File: src/design/ulr_pkg.sv
// shared constants for the ulpi register access and receive command block
package ulr_pkg;
   // transmit command byte fields
   localparam logic [1:0] CMD_IDLE = 2'h0;
   localparam logic [1:0] CMD_XMIT = 2'h1;
   localparam logic [1:0] CMD_REGWR = 2'h2;
   localparam logic [1:0] CMD_REGRD = 2'h3;
   localparam int CMD_TYPE_HI = 7;
   localparam int CMD_TYPE_LO = 6;
   localparam logic [5:0] EXT_ADDR_CODE = 6'h2F;
   localparam logic [7:0] IDLE_BYTE = 8'h00;
   // receive command byte fields
   localparam int RXC_LINE_LO = 0;
   localparam int RXC_VBUS_LO = 2;
   localparam int RXC_EVT_LO = 4;
   localparam int RXC_ID_BIT = 6;
   localparam int RXC_ALT_BIT = 7;
   // vbus band codes
   localparam logic [1:0] VB_BELOW_END = 2'h0;
   localparam logic [1:0] VB_END_TO_SESS = 2'h1;
   localparam logic [1:0] VB_SESS_TO_VLD = 2'h2;
   localparam logic [1:0] VB_ABOVE_VLD = 2'h3;
   // reset values and register widths
   localparam logic [7:0] RST_BYTE = 8'h00;
   localparam int REG_ADDR_W = 8;
   localparam int REG_DATA_W = 8;
   // bus controller states
   typedef enum logic [3:0] {
      ST_IDLE = 4'h0,
      ST_CMD_WAIT = 4'h1,
      ST_NXT = 4'h2,
      ST_EXT_ADDR = 4'h3,
      ST_WR_DATA = 4'h4,
      ST_WR_STOP = 4'h5,
      ST_RD_TURN = 4'h6,
      ST_RD_DATA = 4'h7,
      ST_RX_TURN = 4'h8,
      ST_RX_SEND = 4'h9,
      ST_TX = 4'hA,
      ST_BACK_TURN = 4'hB
   } ulr_state_t;
endpackage

File: src/design/ulr_phy_ctrl.sv
// ulpi device-side protocol block: register access and receive commands
// Functional notes
// - next raised two cycles after command
// - register written after stop, next drops
// - direction stays low through a write
// - extended write: address then data
// - read: next, then direction up, next down
// - turnaround, one data cycle, direction drops
// - extended read uses address 2Fh
// - receive commands only synchronous or during packet receive, direction high
// - line state change sends receive command
// - during receive, insert when next low
// - during transmit, defer until stop
// - vbus or id change sends receive command
// - send after startup and mode exit
// - bits 1:0 carry line state
// - bits 3:2 carry vbus band code
// - turnaround cycle on each direction change
// - line bit0 is dp, bit1 is dm
// - bit 6 is the id pin level
// - bit 7 is carkit interrupt flag
`timescale 1ns/1ps
`default_nettype none
module ulr_phy_ctrl #(
   parameter int AW = ulr_pkg::REG_ADDR_W,
   parameter int DW = ulr_pkg::REG_DATA_W
) (
   // clock, enable and reset
   input wire logic sys_clk,
   input wire logic rst,
   input wire logic clk_en,
   // ulpi link side, data bus split into in, out and enable
   input wire logic [7:0] data_in,
   output logic [7:0] data_out,
   output logic data_oe,
   output logic dir,
   output logic nxt,
   input wire logic stp,
   // analog pins and detectors, asynchronous
   input wire logic dp_rx,
   input wire logic dm_rx,
   input wire logic id_pin,
   input wire logic [1:0] vbus_band,
   // internal status from same-clock logic
   input wire logic sync_mode,
   input wire logic alt_int,
   input wire logic [1:0] rx_event,
   input wire logic usb_rx_active,
   input wire logic rx_byte_valid,
   input wire logic [7:0] rx_byte,
   input wire logic startup_done,
   input wire logic mode_exit,
   // observation of the register file and of the transmit state
   output logic reg_wr_pulse,
   output logic [AW-1:0] reg_wr_addr,
   output logic [DW-1:0] reg_wr_data,
   output logic xmit_active
);
   ulr_pkg::ulr_state_t state_reg, state_next;
   logic [AW-1:0] addr_reg, addr_next;
   logic [DW-1:0] wdata_reg, wdata_next;
   logic is_read_reg, is_read_next;
   logic pending_reg;
   logic [7:0] last_status_reg;
   logic [7:0] dout_reg, dout_next;
   logic [1:0] dp_sync, dm_sync, id_sync;
   logic [1:0] vb_sync0, vb_sync1;
   logic [7:0] rd_value;
   logic rx_nxt_reg;

   // elaboration check: the command byte fixes data at 8 bits, addresses at 6 to 8
   if (AW < 6 || AW > 8 || DW != 8)
      $error("ulr_phy_ctrl: address 6..8 bits, data 8 bits");

   // two-stage synchronisers for the pin inputs
   always_ff @(posedge sys_clk or posedge rst)
   begin
      if (rst)
      begin
         dp_sync <= 2'h0;
         dm_sync <= 2'h0;
         id_sync <= 2'h0;
         vb_sync0 <= 2'h0;
         vb_sync1 <= 2'h0;
      end
      else if (clk_en)
      begin
         dp_sync <= {dp_sync[0], dp_rx};
         dm_sync <= {dm_sync[0], dm_rx};
         id_sync <= {id_sync[0], id_pin};
         vb_sync0 <= vbus_band;
         vb_sync1 <= vb_sync0;
      end
   end

   // receive command byte assembled from current status
   wire [7:0] status_byte = {alt_int, id_sync[1], rx_event, vb_sync1, dm_sync[1], dp_sync[1]};
   wire status_changed = status_byte != last_status_reg;
   wire [1:0] cmd_type = data_in[ulr_pkg::CMD_TYPE_HI:ulr_pkg::CMD_TYPE_LO];
   wire is_ext = data_in[5:0] == ulr_pkg::EXT_ADDR_CODE;
   wire cmd_reg = cmd_type == ulr_pkg::CMD_REGWR || cmd_type == ulr_pkg::CMD_REGRD;
   wire cmd_xmit = cmd_type == ulr_pkg::CMD_XMIT;
   wire may_send = sync_mode && pending_reg;
   wire wr_commit = state_reg == ulr_pkg::ST_WR_STOP && !stp && clk_en;
   // packet byte offered now is on the bus next cycle, nxt must follow it
   wire rx_nxt_next = state_reg == ulr_pkg::ST_RX_SEND && rx_byte_valid;

   // pending flag: start-up or mode-exit requests win over the clear; a status
   // change in the sending cycle is already in the byte latched, so no repeat
   wire send_now = state_reg == ulr_pkg::ST_RX_TURN
                   || (state_reg == ulr_pkg::ST_RX_SEND && usb_rx_active && !rx_byte_valid);
   wire fresh_change = status_changed && !send_now;
   always_ff @(posedge sys_clk or posedge rst)
   begin
      if (rst)
      begin
         pending_reg <= 1'b0;
         last_status_reg <= ulr_pkg::RST_BYTE;
      end
      else if (clk_en)
      begin
         if (fresh_change || startup_done || mode_exit)
            pending_reg <= 1'b1;
         else if (send_now)
            pending_reg <= 1'b0;
         if (send_now)
            last_status_reg <= status_byte;
      end
   end

   // next-state and output decode of the bus controller
   always_comb
   begin
      state_next = state_reg;
      addr_next = addr_reg;
      wdata_next = wdata_reg;
      is_read_next = is_read_reg;
      dout_next = ulr_pkg::IDLE_BYTE;
      case (state_reg)
         ulr_pkg::ST_IDLE:
         begin
            // link commands only read while direction low
            if (usb_rx_active)
            begin
               state_next = ulr_pkg::ST_RX_TURN;
            end
            else if (cmd_reg)
            begin
               is_read_next = cmd_type == ulr_pkg::CMD_REGRD;
               addr_next = AW'(data_in[5:0]);
               state_next = ulr_pkg::ST_CMD_WAIT;
               if (is_ext)
                  addr_next = AW'(ulr_pkg::EXT_ADDR_CODE);
            end
            else if (cmd_xmit)
               state_next = ulr_pkg::ST_TX;
            else if (may_send)
               state_next = ulr_pkg::ST_RX_TURN;
         end
         ulr_pkg::ST_CMD_WAIT:
            state_next = ulr_pkg::ST_NXT;
         ulr_pkg::ST_NXT:
         begin
            // next is high here; decode what the link does now
            if (addr_reg == AW'(ulr_pkg::EXT_ADDR_CODE))
               state_next = ulr_pkg::ST_EXT_ADDR;
            else if (is_read_reg)
               state_next = ulr_pkg::ST_RD_TURN;
            else
               state_next = ulr_pkg::ST_WR_DATA;
         end
         ulr_pkg::ST_EXT_ADDR:
         begin
            addr_next = AW'(data_in);
            state_next = is_read_reg ? ulr_pkg::ST_RD_TURN : ulr_pkg::ST_WR_DATA;
         end
         ulr_pkg::ST_WR_DATA:
         begin
            wdata_next = data_in;
            state_next = ulr_pkg::ST_WR_STOP;
         end
         ulr_pkg::ST_WR_STOP:
            if (!stp)
               state_next = ulr_pkg::ST_IDLE;
         ulr_pkg::ST_RD_TURN:
         begin
            dout_next = rd_value;
            state_next = ulr_pkg::ST_RD_DATA;
         end
         ulr_pkg::ST_RD_DATA:
            state_next = ulr_pkg::ST_BACK_TURN;
         ulr_pkg::ST_RX_TURN:
         begin
            dout_next = status_byte;
            state_next = ulr_pkg::ST_RX_SEND;
         end
         ulr_pkg::ST_RX_SEND:
         begin
            dout_next = rx_byte_valid ? rx_byte : status_byte;
            if (usb_rx_active || rx_byte_valid)
               state_next = ulr_pkg::ST_RX_SEND;
            else
               state_next = ulr_pkg::ST_BACK_TURN;
            if (rx_byte_valid)
               dout_next = rx_byte;
            else
               dout_next = status_byte;
         end
         ulr_pkg::ST_TX:
            if (stp)
               state_next = ulr_pkg::ST_IDLE;
         ulr_pkg::ST_BACK_TURN:
            state_next = ulr_pkg::ST_IDLE;
         default:
            state_next = ulr_pkg::ST_IDLE;
      endcase
   end

   // state registers, frozen while clock enable is low
   always_ff @(posedge sys_clk or posedge rst)
   begin
      if (rst)
      begin
         state_reg <= ulr_pkg::ST_IDLE;
         addr_reg <= '0;
         wdata_reg <= '0;
         is_read_reg <= 1'b0;
         dout_reg <= ulr_pkg::RST_BYTE;
         rx_nxt_reg <= 1'b0;
      end
      else if (clk_en)
      begin
         state_reg <= state_next;
         addr_reg <= addr_next;
         wdata_reg <= wdata_next;
         is_read_reg <= is_read_next;
         dout_reg <= dout_next;
         rx_nxt_reg <= rx_nxt_next;
      end
   end

   ulr_regmem #(
      .AW(AW),
      .DW(DW)
   ) u_mem (
      .sys_clk(sys_clk),
      .rst(rst),
      .clk_en(clk_en),
      .wr_en(wr_commit),
      .wr_addr(addr_reg),
      .wr_data(wdata_reg),
      .rd_addr(addr_next), // read ahead so an extended read sees its new address
      .rd_data(rd_value)
   );

   // bus handshake outputs decoded from the state
   // direction low through write states; a turnaround precedes data
   assign dir = state_reg == ulr_pkg::ST_RD_TURN || state_reg == ulr_pkg::ST_RD_DATA
                || state_reg == ulr_pkg::ST_RX_TURN || state_reg == ulr_pkg::ST_RX_SEND;
   assign nxt = state_reg == ulr_pkg::ST_NXT || state_reg == ulr_pkg::ST_EXT_ADDR
                || state_reg == ulr_pkg::ST_WR_DATA
                || (state_reg == ulr_pkg::ST_WR_STOP && stp)
                || (state_reg == ulr_pkg::ST_RX_SEND && rx_nxt_reg);
   // bus driven only after the turnaround cycle
   assign data_oe = state_reg == ulr_pkg::ST_RD_DATA || state_reg == ulr_pkg::ST_RX_SEND;
   assign data_out = dout_reg;
   assign reg_wr_pulse = wr_commit;
   assign reg_wr_addr = addr_reg;
   assign reg_wr_data = wdata_reg;
   assign xmit_active = state_reg == ulr_pkg::ST_TX;
endmodule
`default_nettype wire

File: src/design/ulr_regmem.sv
// register array behind the ulpi register access, registered read data
`timescale 1ns/1ps
`default_nettype none
module ulr_regmem #(
   parameter int AW = 8,
   parameter int DW = 8
) (
   // clock and reset
   input wire logic sys_clk,
   input wire logic rst,
   input wire logic clk_en,
   // write port
   input wire logic wr_en,
   input wire logic [AW-1:0] wr_addr,
   input wire logic [DW-1:0] wr_data,
   // read port
   input wire logic [AW-1:0] rd_addr,
   output logic [DW-1:0] rd_data
);
   logic [DW-1:0] mem [0:(1<<AW)-1];

   // elaboration check on the address widths the bus can carry
   if (AW < 6 || AW > 8)
      $error("ulr_regmem: address width must be 6 to 8");

   // storage has no reset; contents survive mode changes
   always_ff @(posedge sys_clk)
   begin
      if (clk_en && wr_en)
         mem[wr_addr] <= wr_data;
   end

   // read data out of a flip-flop
   always_ff @(posedge sys_clk or posedge rst)
   begin
      if (rst)
         rd_data <= '0;
      else if (clk_en)
         rd_data <= mem[rd_addr];
   end
endmodule
`default_nettype wire

File: config.mk
export PLATFORM = sky130hd
export DESIGN_NAME = ulr_phy_ctrl
export DESIGN_NICKNAME = d
export VERILOG_FILES = /design/src/design/ulr_pkg.sv /design/src/design/ulr_phy_ctrl.sv /design/src/design/ulr_regmem.sv
export SDC_FILE = /design/constraint.sdc
export NUM_CORES = 2
export LEC_CHECK = 0
export ABC_AREA = 1
export BUFFER_PORTS_ARGS = -buffer_cell sky130_fd_sc_hd__buf_2
export CORE_MARGIN = 2
export CORE_UTILIZATION = 55
export CTS_BUF_LIST = sky130_fd_sc_hd__clkbuf_8
export DETAILED_ROUTE_END_ITERATION = 8
export PLACE_DENSITY_LB_ADDON = 0.05
export RECOVER_POWER = 100
export SLEW_MARGIN = 20
export SYNTH_ARGS = -nofsm -noshare
export SYNTH_HDL_FRONTEND = slang
export SYNTH_HIERARCHICAL = 1
export SYNTH_SLANG_ARGS = --single-unit
File: constraint.sdc
create_clock -name sys_clk -period 6 [get_ports sys_clk]
set_input_delay 0.6 -clock sys_clk [delete_from_list [all_inputs] [get_ports sys_clk]]
set_output_delay 0.6 -clock sys_clk [all_outputs]
set_load 0.1 [all_outputs]
Word-level counts from Yosys, hierarchy flattened --
Memories as Yosys holds them, arrays and structs flattened. A register that Yosys moved wholly into a read port is not among the register bits. Index checks and enable logic that the tools add are counted.
Operators by class: reduce and logical (&&, ||, !) cells 33, multiplexer cells 20, bitwise operators 1, equal/unequal tests 19
Operators by type and width (count):
- $pmux W4 S11 | 1
- $mux W4 | 6
- $mux W8 | 3
- $pmux W8 S3 | 1
- $eq A4 B3 Y1 const B | 4
- $pmux W8 S2 | 1
- $logic_or A1 B1 Y1 | 13
- $eq A4 B4 Y1 const B | 3
- $logic_and A1 B1 Y1 | 10
- $eq A4 B2 Y1 const B | 2
- $eq A8 B6 Y1 const B | 1
- $ne A8 B8 Y1 | 1
- $reduce_and A4 Y1 | 2
- $eq A6 B6 Y1 const B | 1
- $mux W6 | 1
- $reduce_and A2 Y1 | 3
- $ne A5 B5 Y1 const B | 1
- $eq A2 B2 Y1 const B | 2
- $eq A4 B1 Y1 const B | 1
- $logic_not A4 Y1 | 1
- $mux W1 | 4
- $mux W2 | 2
- $ne A2 B2 Y1 const B | 2
- $logic_not A1 Y1 | 3
- 4 further kinds | 4
Storage, ports and cells: bits in writable memories 2048, output and inout port bits 29, memories kept 1, word-level logic and storage cells 87, register bits after elaboration 49
Memory list:
- u_mem.mem | words 256, width 8, read ports 1, clocked after memory_dff 1, wr ports 1, line ulr_regmem.sv:20 | logic [DW-1:0] mem [0:(1<<AW)-1];

Depth between registers and ports, before layout --
depth after elaboration 10, depth in mapped cells 22

Hierarchy --
Netlist, hierarchy kept.
By module, submodules not included:
- ulr_regmem | instances 1, area an instance 83466.3 µm², cells each 7008
- ulr_phy_ctrl | instances 1, area an instance 2626.3 µm², cells each 357

Worst setup path before layout --
Ideal clock, no wire load.
path type input-to-reg, from input clk_en, to memory u_mem.mem[198][0], enable pin, stages 10, data arrival time 4695 ps, path buffers 4, slack 935 ps, library setup time 370 ps, required time 5630 ps, cells stage by stage buf_2 -> clkinv_1 -> clkbuf_1 -> nor3_1 -> nand2_1 -> inv_1 -> clkbuf_1 -> nand3_1 -> clkbuf_1 -> nor2_1
Between the ends: cells in the longest elaborated chain, start to end 4
Ends and longest elaborated chain:
- from (decl) | line ulr_phy_ctrl.sv:31 | input wire logic clk_en,
- $logic_and A1 B1 Y1 | line ulr_phy_ctrl.sv:104 | wire wr_commit = state_reg == ulr_pkg::ST_WR_STOP && !stp && clk_en;
- via reg_wr_pulse | line ulr_phy_ctrl.sv:54 | output logic reg_wr_pulse,
- $logic_and A1 B1 Y1 | line ulr_regmem.sv:29 | if (clk_en && wr_en)
- $mux W1 | line ulr_regmem.sv:29
- $mux W1 (implied by the code) | line ulr_regmem.sv:30 | mem[wr_addr] <= wr_data;
- to (decl) | line ulr_regmem.sv:20
The timed path passes the listed nets, and every way through them passes these cells.

Worst setup path in the final report --
from register state_reg[2], to memory u_mem.mem[21][5], enable pin
Between the ends: cells in the longest elaborated chain, start to end 6
Ends and longest elaborated chain:
- from (decl) | line ulr_phy_ctrl.sv:59 | ulr_pkg::ulr_state_t state_reg, state_next;
- from (signal assigned) | line ulr_phy_ctrl.sv:224 | state_reg <= ulr_pkg::ST_IDLE;
- from (signal assigned) | line ulr_phy_ctrl.sv:233 | state_reg <= state_next;
- $eq A4 B3 Y1 | line ulr_phy_ctrl.sv:104
- $logic_and A1 B1 Y1 (2 in series) | line ulr_phy_ctrl.sv:104
- $logic_and A1 B1 Y1 | line ulr_regmem.sv:29
- $mux W1 | line ulr_regmem.sv:29
- $mux W1 (implied by the code) | line ulr_regmem.sv:30
Every way passes these cells.

==> out/results.ini <==
[detailed_routing]
drt_pre_antenna_iters=9
dr_total_vias=58284
initialDrtViolationCount=7311
route.detailed.drc=0
wire_per_inst_um=25.3
drt-total-wl_um=246000
viasPerCell=5.98
ant_nets=0

[sta]
period_share=0.861
setup_viol=0
rsz0062_at_grt=no
maxSlewHeadroom=-1.79
clock_skew_ns=0.0460
drv_slew=1622
min_period_ns=5.16
finalHoldViolations=0
fin_tns_setup_ns=0
fmax_mhz=194
worst_pin_slew_ns=4.18

[yosys]
ys_seq_area_frac=0.731
ys.flop_type=edfxtp_1
ys_warn_count=6
synth_area_um2=86100
syn_nets=7398
synth_area_per_cell_um2=11.7
synth_async_sr_flop_share=0.0271
ys_types=28
synthCells=7365
ys_top_cells_by_area=edfxtp_1 (71%), nand3_1 (12%), nand2_1 (9.8%), dfrtp_1 (1.7%), buf_2 (1.5%)
synth_edf_count=2048
yosysTopAreaCell=edfxtp_1
synth_top_area_share=0.714
synth_common_cells=nand2_1 (2258), nand3_1 (2057), edfxtp_1 (2048), nor2_1 (305), buf_2 (266)
yosysMostFrequentCell=nand2_1
ys_seq_elements=2105

[die]
start_util=0.552
core-area_um2=156000
rows=145
die_w_um=400
fp.dieH_um=400
ios=62
dieArea_um2=160000

[power_and_ir_drop]
power_per_cell_area_nw_per_um2=555
seqPwrFrac=0.362
pwr-share-comb=0.421
peakVddDrop_mv=0.757
power.share.switching=0.440
p_total_uw=52100
power_leakage_uw=0.0335
power.switching_uw=22900
intPower_uw=29200
p_clk_frac=0.217

[cts]
cts_buffers=358
cts_setup_buffers=0
cts_buffer_depth=4
clock_latency_ns=1.04
clock-sinks=2105
clk_pin_slew_ns=0.06
htree_num_levels=5
cts-root-buf=clkbuf_8
cts_tree=built

[worst_setup_path]
critical_path.top_delay_family=simple AND/OR/NAND/NOR gates
cpPeakStageDelay_ns=1.26
worstPathMaxFanout=15
critical_path_class=reg2reg
start_kind=flop
critPathSlowestCell=nand2_1
cp_cell_sequence=inv_1, nor2_1, nand3_1, nor3_1, nand2_1, inv_1, clkbuf_1, nand2_1, nor2_1
rr_worst_depth=9
worst-path-buf-inv=3
critPathRequiredTime_ns=6.62
cp-end-kind=flop
crit_arrival_ns=5.78
crit_cells=9

[cells_and_area]
final_nets=7462
fillers=12705
drive_gt1_frac=0.0688
top_register=u_mem/mem
largest_reg_flops=2048
syn2layout_area_growth_pct=9.14

[worst_hold_path]
hold_path_class=in2reg
worstHoldPathCells=5

[grt]
grt_max_degree=196
gr-total-overflow=0
antenna_found_initial=12
grt_pass1_wl_um=360000
groute.usage.overall=0.306
grt_pass1_vias=54606

[status]
status=finished with violations
violations=capacitance limit, slew limit

[placement]
gp_congestion=0.880
hpwl_um=135000
io_buffers=61

[run]
drv_cap=33

## power groups by stage
stage | Sequential [uW] | Clock (uW) | Combinational (uW)
detailed placement | 19000 | 0 | 21700
finish | 18900 | 11300 | 21900
floorplan | 20300 | 0 | 12900
global placement | 19000 | 0 | 21600
CTS | 18700 | 11500 | 21800
global route | 18900 | 12200 | 23500
## worst paths after layout
kind	from	to	slack (ns)
min in group asynchronous	rst	u_mem/rd_data[1]$_DFFE_PP0P_	0.27
hold / removal	clk_en	id_sync[0]$_DFFE_PP0P_	0.14
setup reg to reg	state_reg[2]$_DFFE_PP0P_	u_mem/mem[21][5]$_DFFE_PP_	0.84
setup / recovery	state_reg[2]$_DFFE_PP0P_	u_mem/mem[21][5]$_DFFE_PP_	0.84
max in group asynchronous	rst	state_reg[3]$_DFFE_PP0P_	4.15
hold reg to reg	vb_sync0[0]$_DFFE_PP0P_	vb_sync0[0]$_DFFE_PP0P_	0.47
## per-layer routing
metal | share of wire | GRT usage | vias up
met1 | 0.42 | 0.448 | 28666
met2 | 0.46 | 0.458 | 2983
met5 | 0.00035 | 0 | -
met4 | 0.029 | 0.103 | 12
met3 | 0.098 | 0.0637 | 422
li1 | - | - | 26201
## final cells by class
| type | count | area [um2] | share of cell area |
|---|---|---|---|
| inverter | 80 | 335 | 0.00357 |
| sequential | 2105 | 62900 | 0.670 |
| antenna | 9 | 22.5 | 0.000240 |
| clock buffer | 365 | 5020 | 0.0535 |
| clock inverter | 250 | 1070 | 0.0114 |
| multi-input combinational | 4687 | 20400 | 0.217 |
| timing repair buffer | 197 | 1650 | 0.0176 |
| tap | 2058 | 2570 | 0.0274 |
## worst reg2reg max path, stage by stage, from the launching register on
cell      delay [ns]
dfrtp_1         0.37
inv_1           0.09
nor2_1          0.15
nand3_1         0.15
nor3_1          0.49
nand2_1         0.26
inv_1           0.25
clkbuf_1        0.49
nand2_1         1.27
nor2_1          1.26
## timing repair
| item | 4_1_cts | 5_1_grt |
|---|---|---|
| resized for setup | 0 | 0 |
| hold endpoints to repair | 92 | 0 |
| hold buffers | 29 | 0 |
## cell usage in the layout, fill, tap and decap left out, types with 4 or more instances in the layout
cell type	n
a21oi_1	5
buf_12	31
buf_2	31
buf_4	44
clkbuf_1	52
clkbuf_2	7
clkbuf_8	365
clkinv_1	94
clkinv_2	20
clkinvlp_4	7
dfrtp_1	57
diode_2	9
dlygate4sd3_1	29
edfxtp_1	2048
inv_1	199
nand2_1	2256
nand3_1	2057
nand4_1	4
nor2_1	307
o211ai_1	7
o21a_4	5
o21ai_0	31
xnor2_1	5
## kinds of logic after synthesis
group                  count (synthesis)  share of synthesized area
AO/OA/AOI/OAI                         50                    0.00376
XOR/XNOR                               5                   0.000509
buffers and inverters                573                     0.0325
flip-flops                          2105                      0.731
AND/OR/NAND/NOR                     4632                      0.232
## per-stage QoR
stage          instance area (um2)  setup WS [ns]  instances  utilization  hold slack, ns
2_1_floorplan                86100          0.935       7365            -           0.416
3_3_place_gp                 87800           1.31       9098        0.564           0.457
3_5_place_dp                 87800           1.28       9098        0.564           0.462
4_1_cts                      94200           1.32       9742        0.605          0.0577
5_1_grt                      94000          0.678       9746        0.603           0.141
6_report                     94000          0.836       9751        0.603           0.141
(Power assumes the default switching activity.)
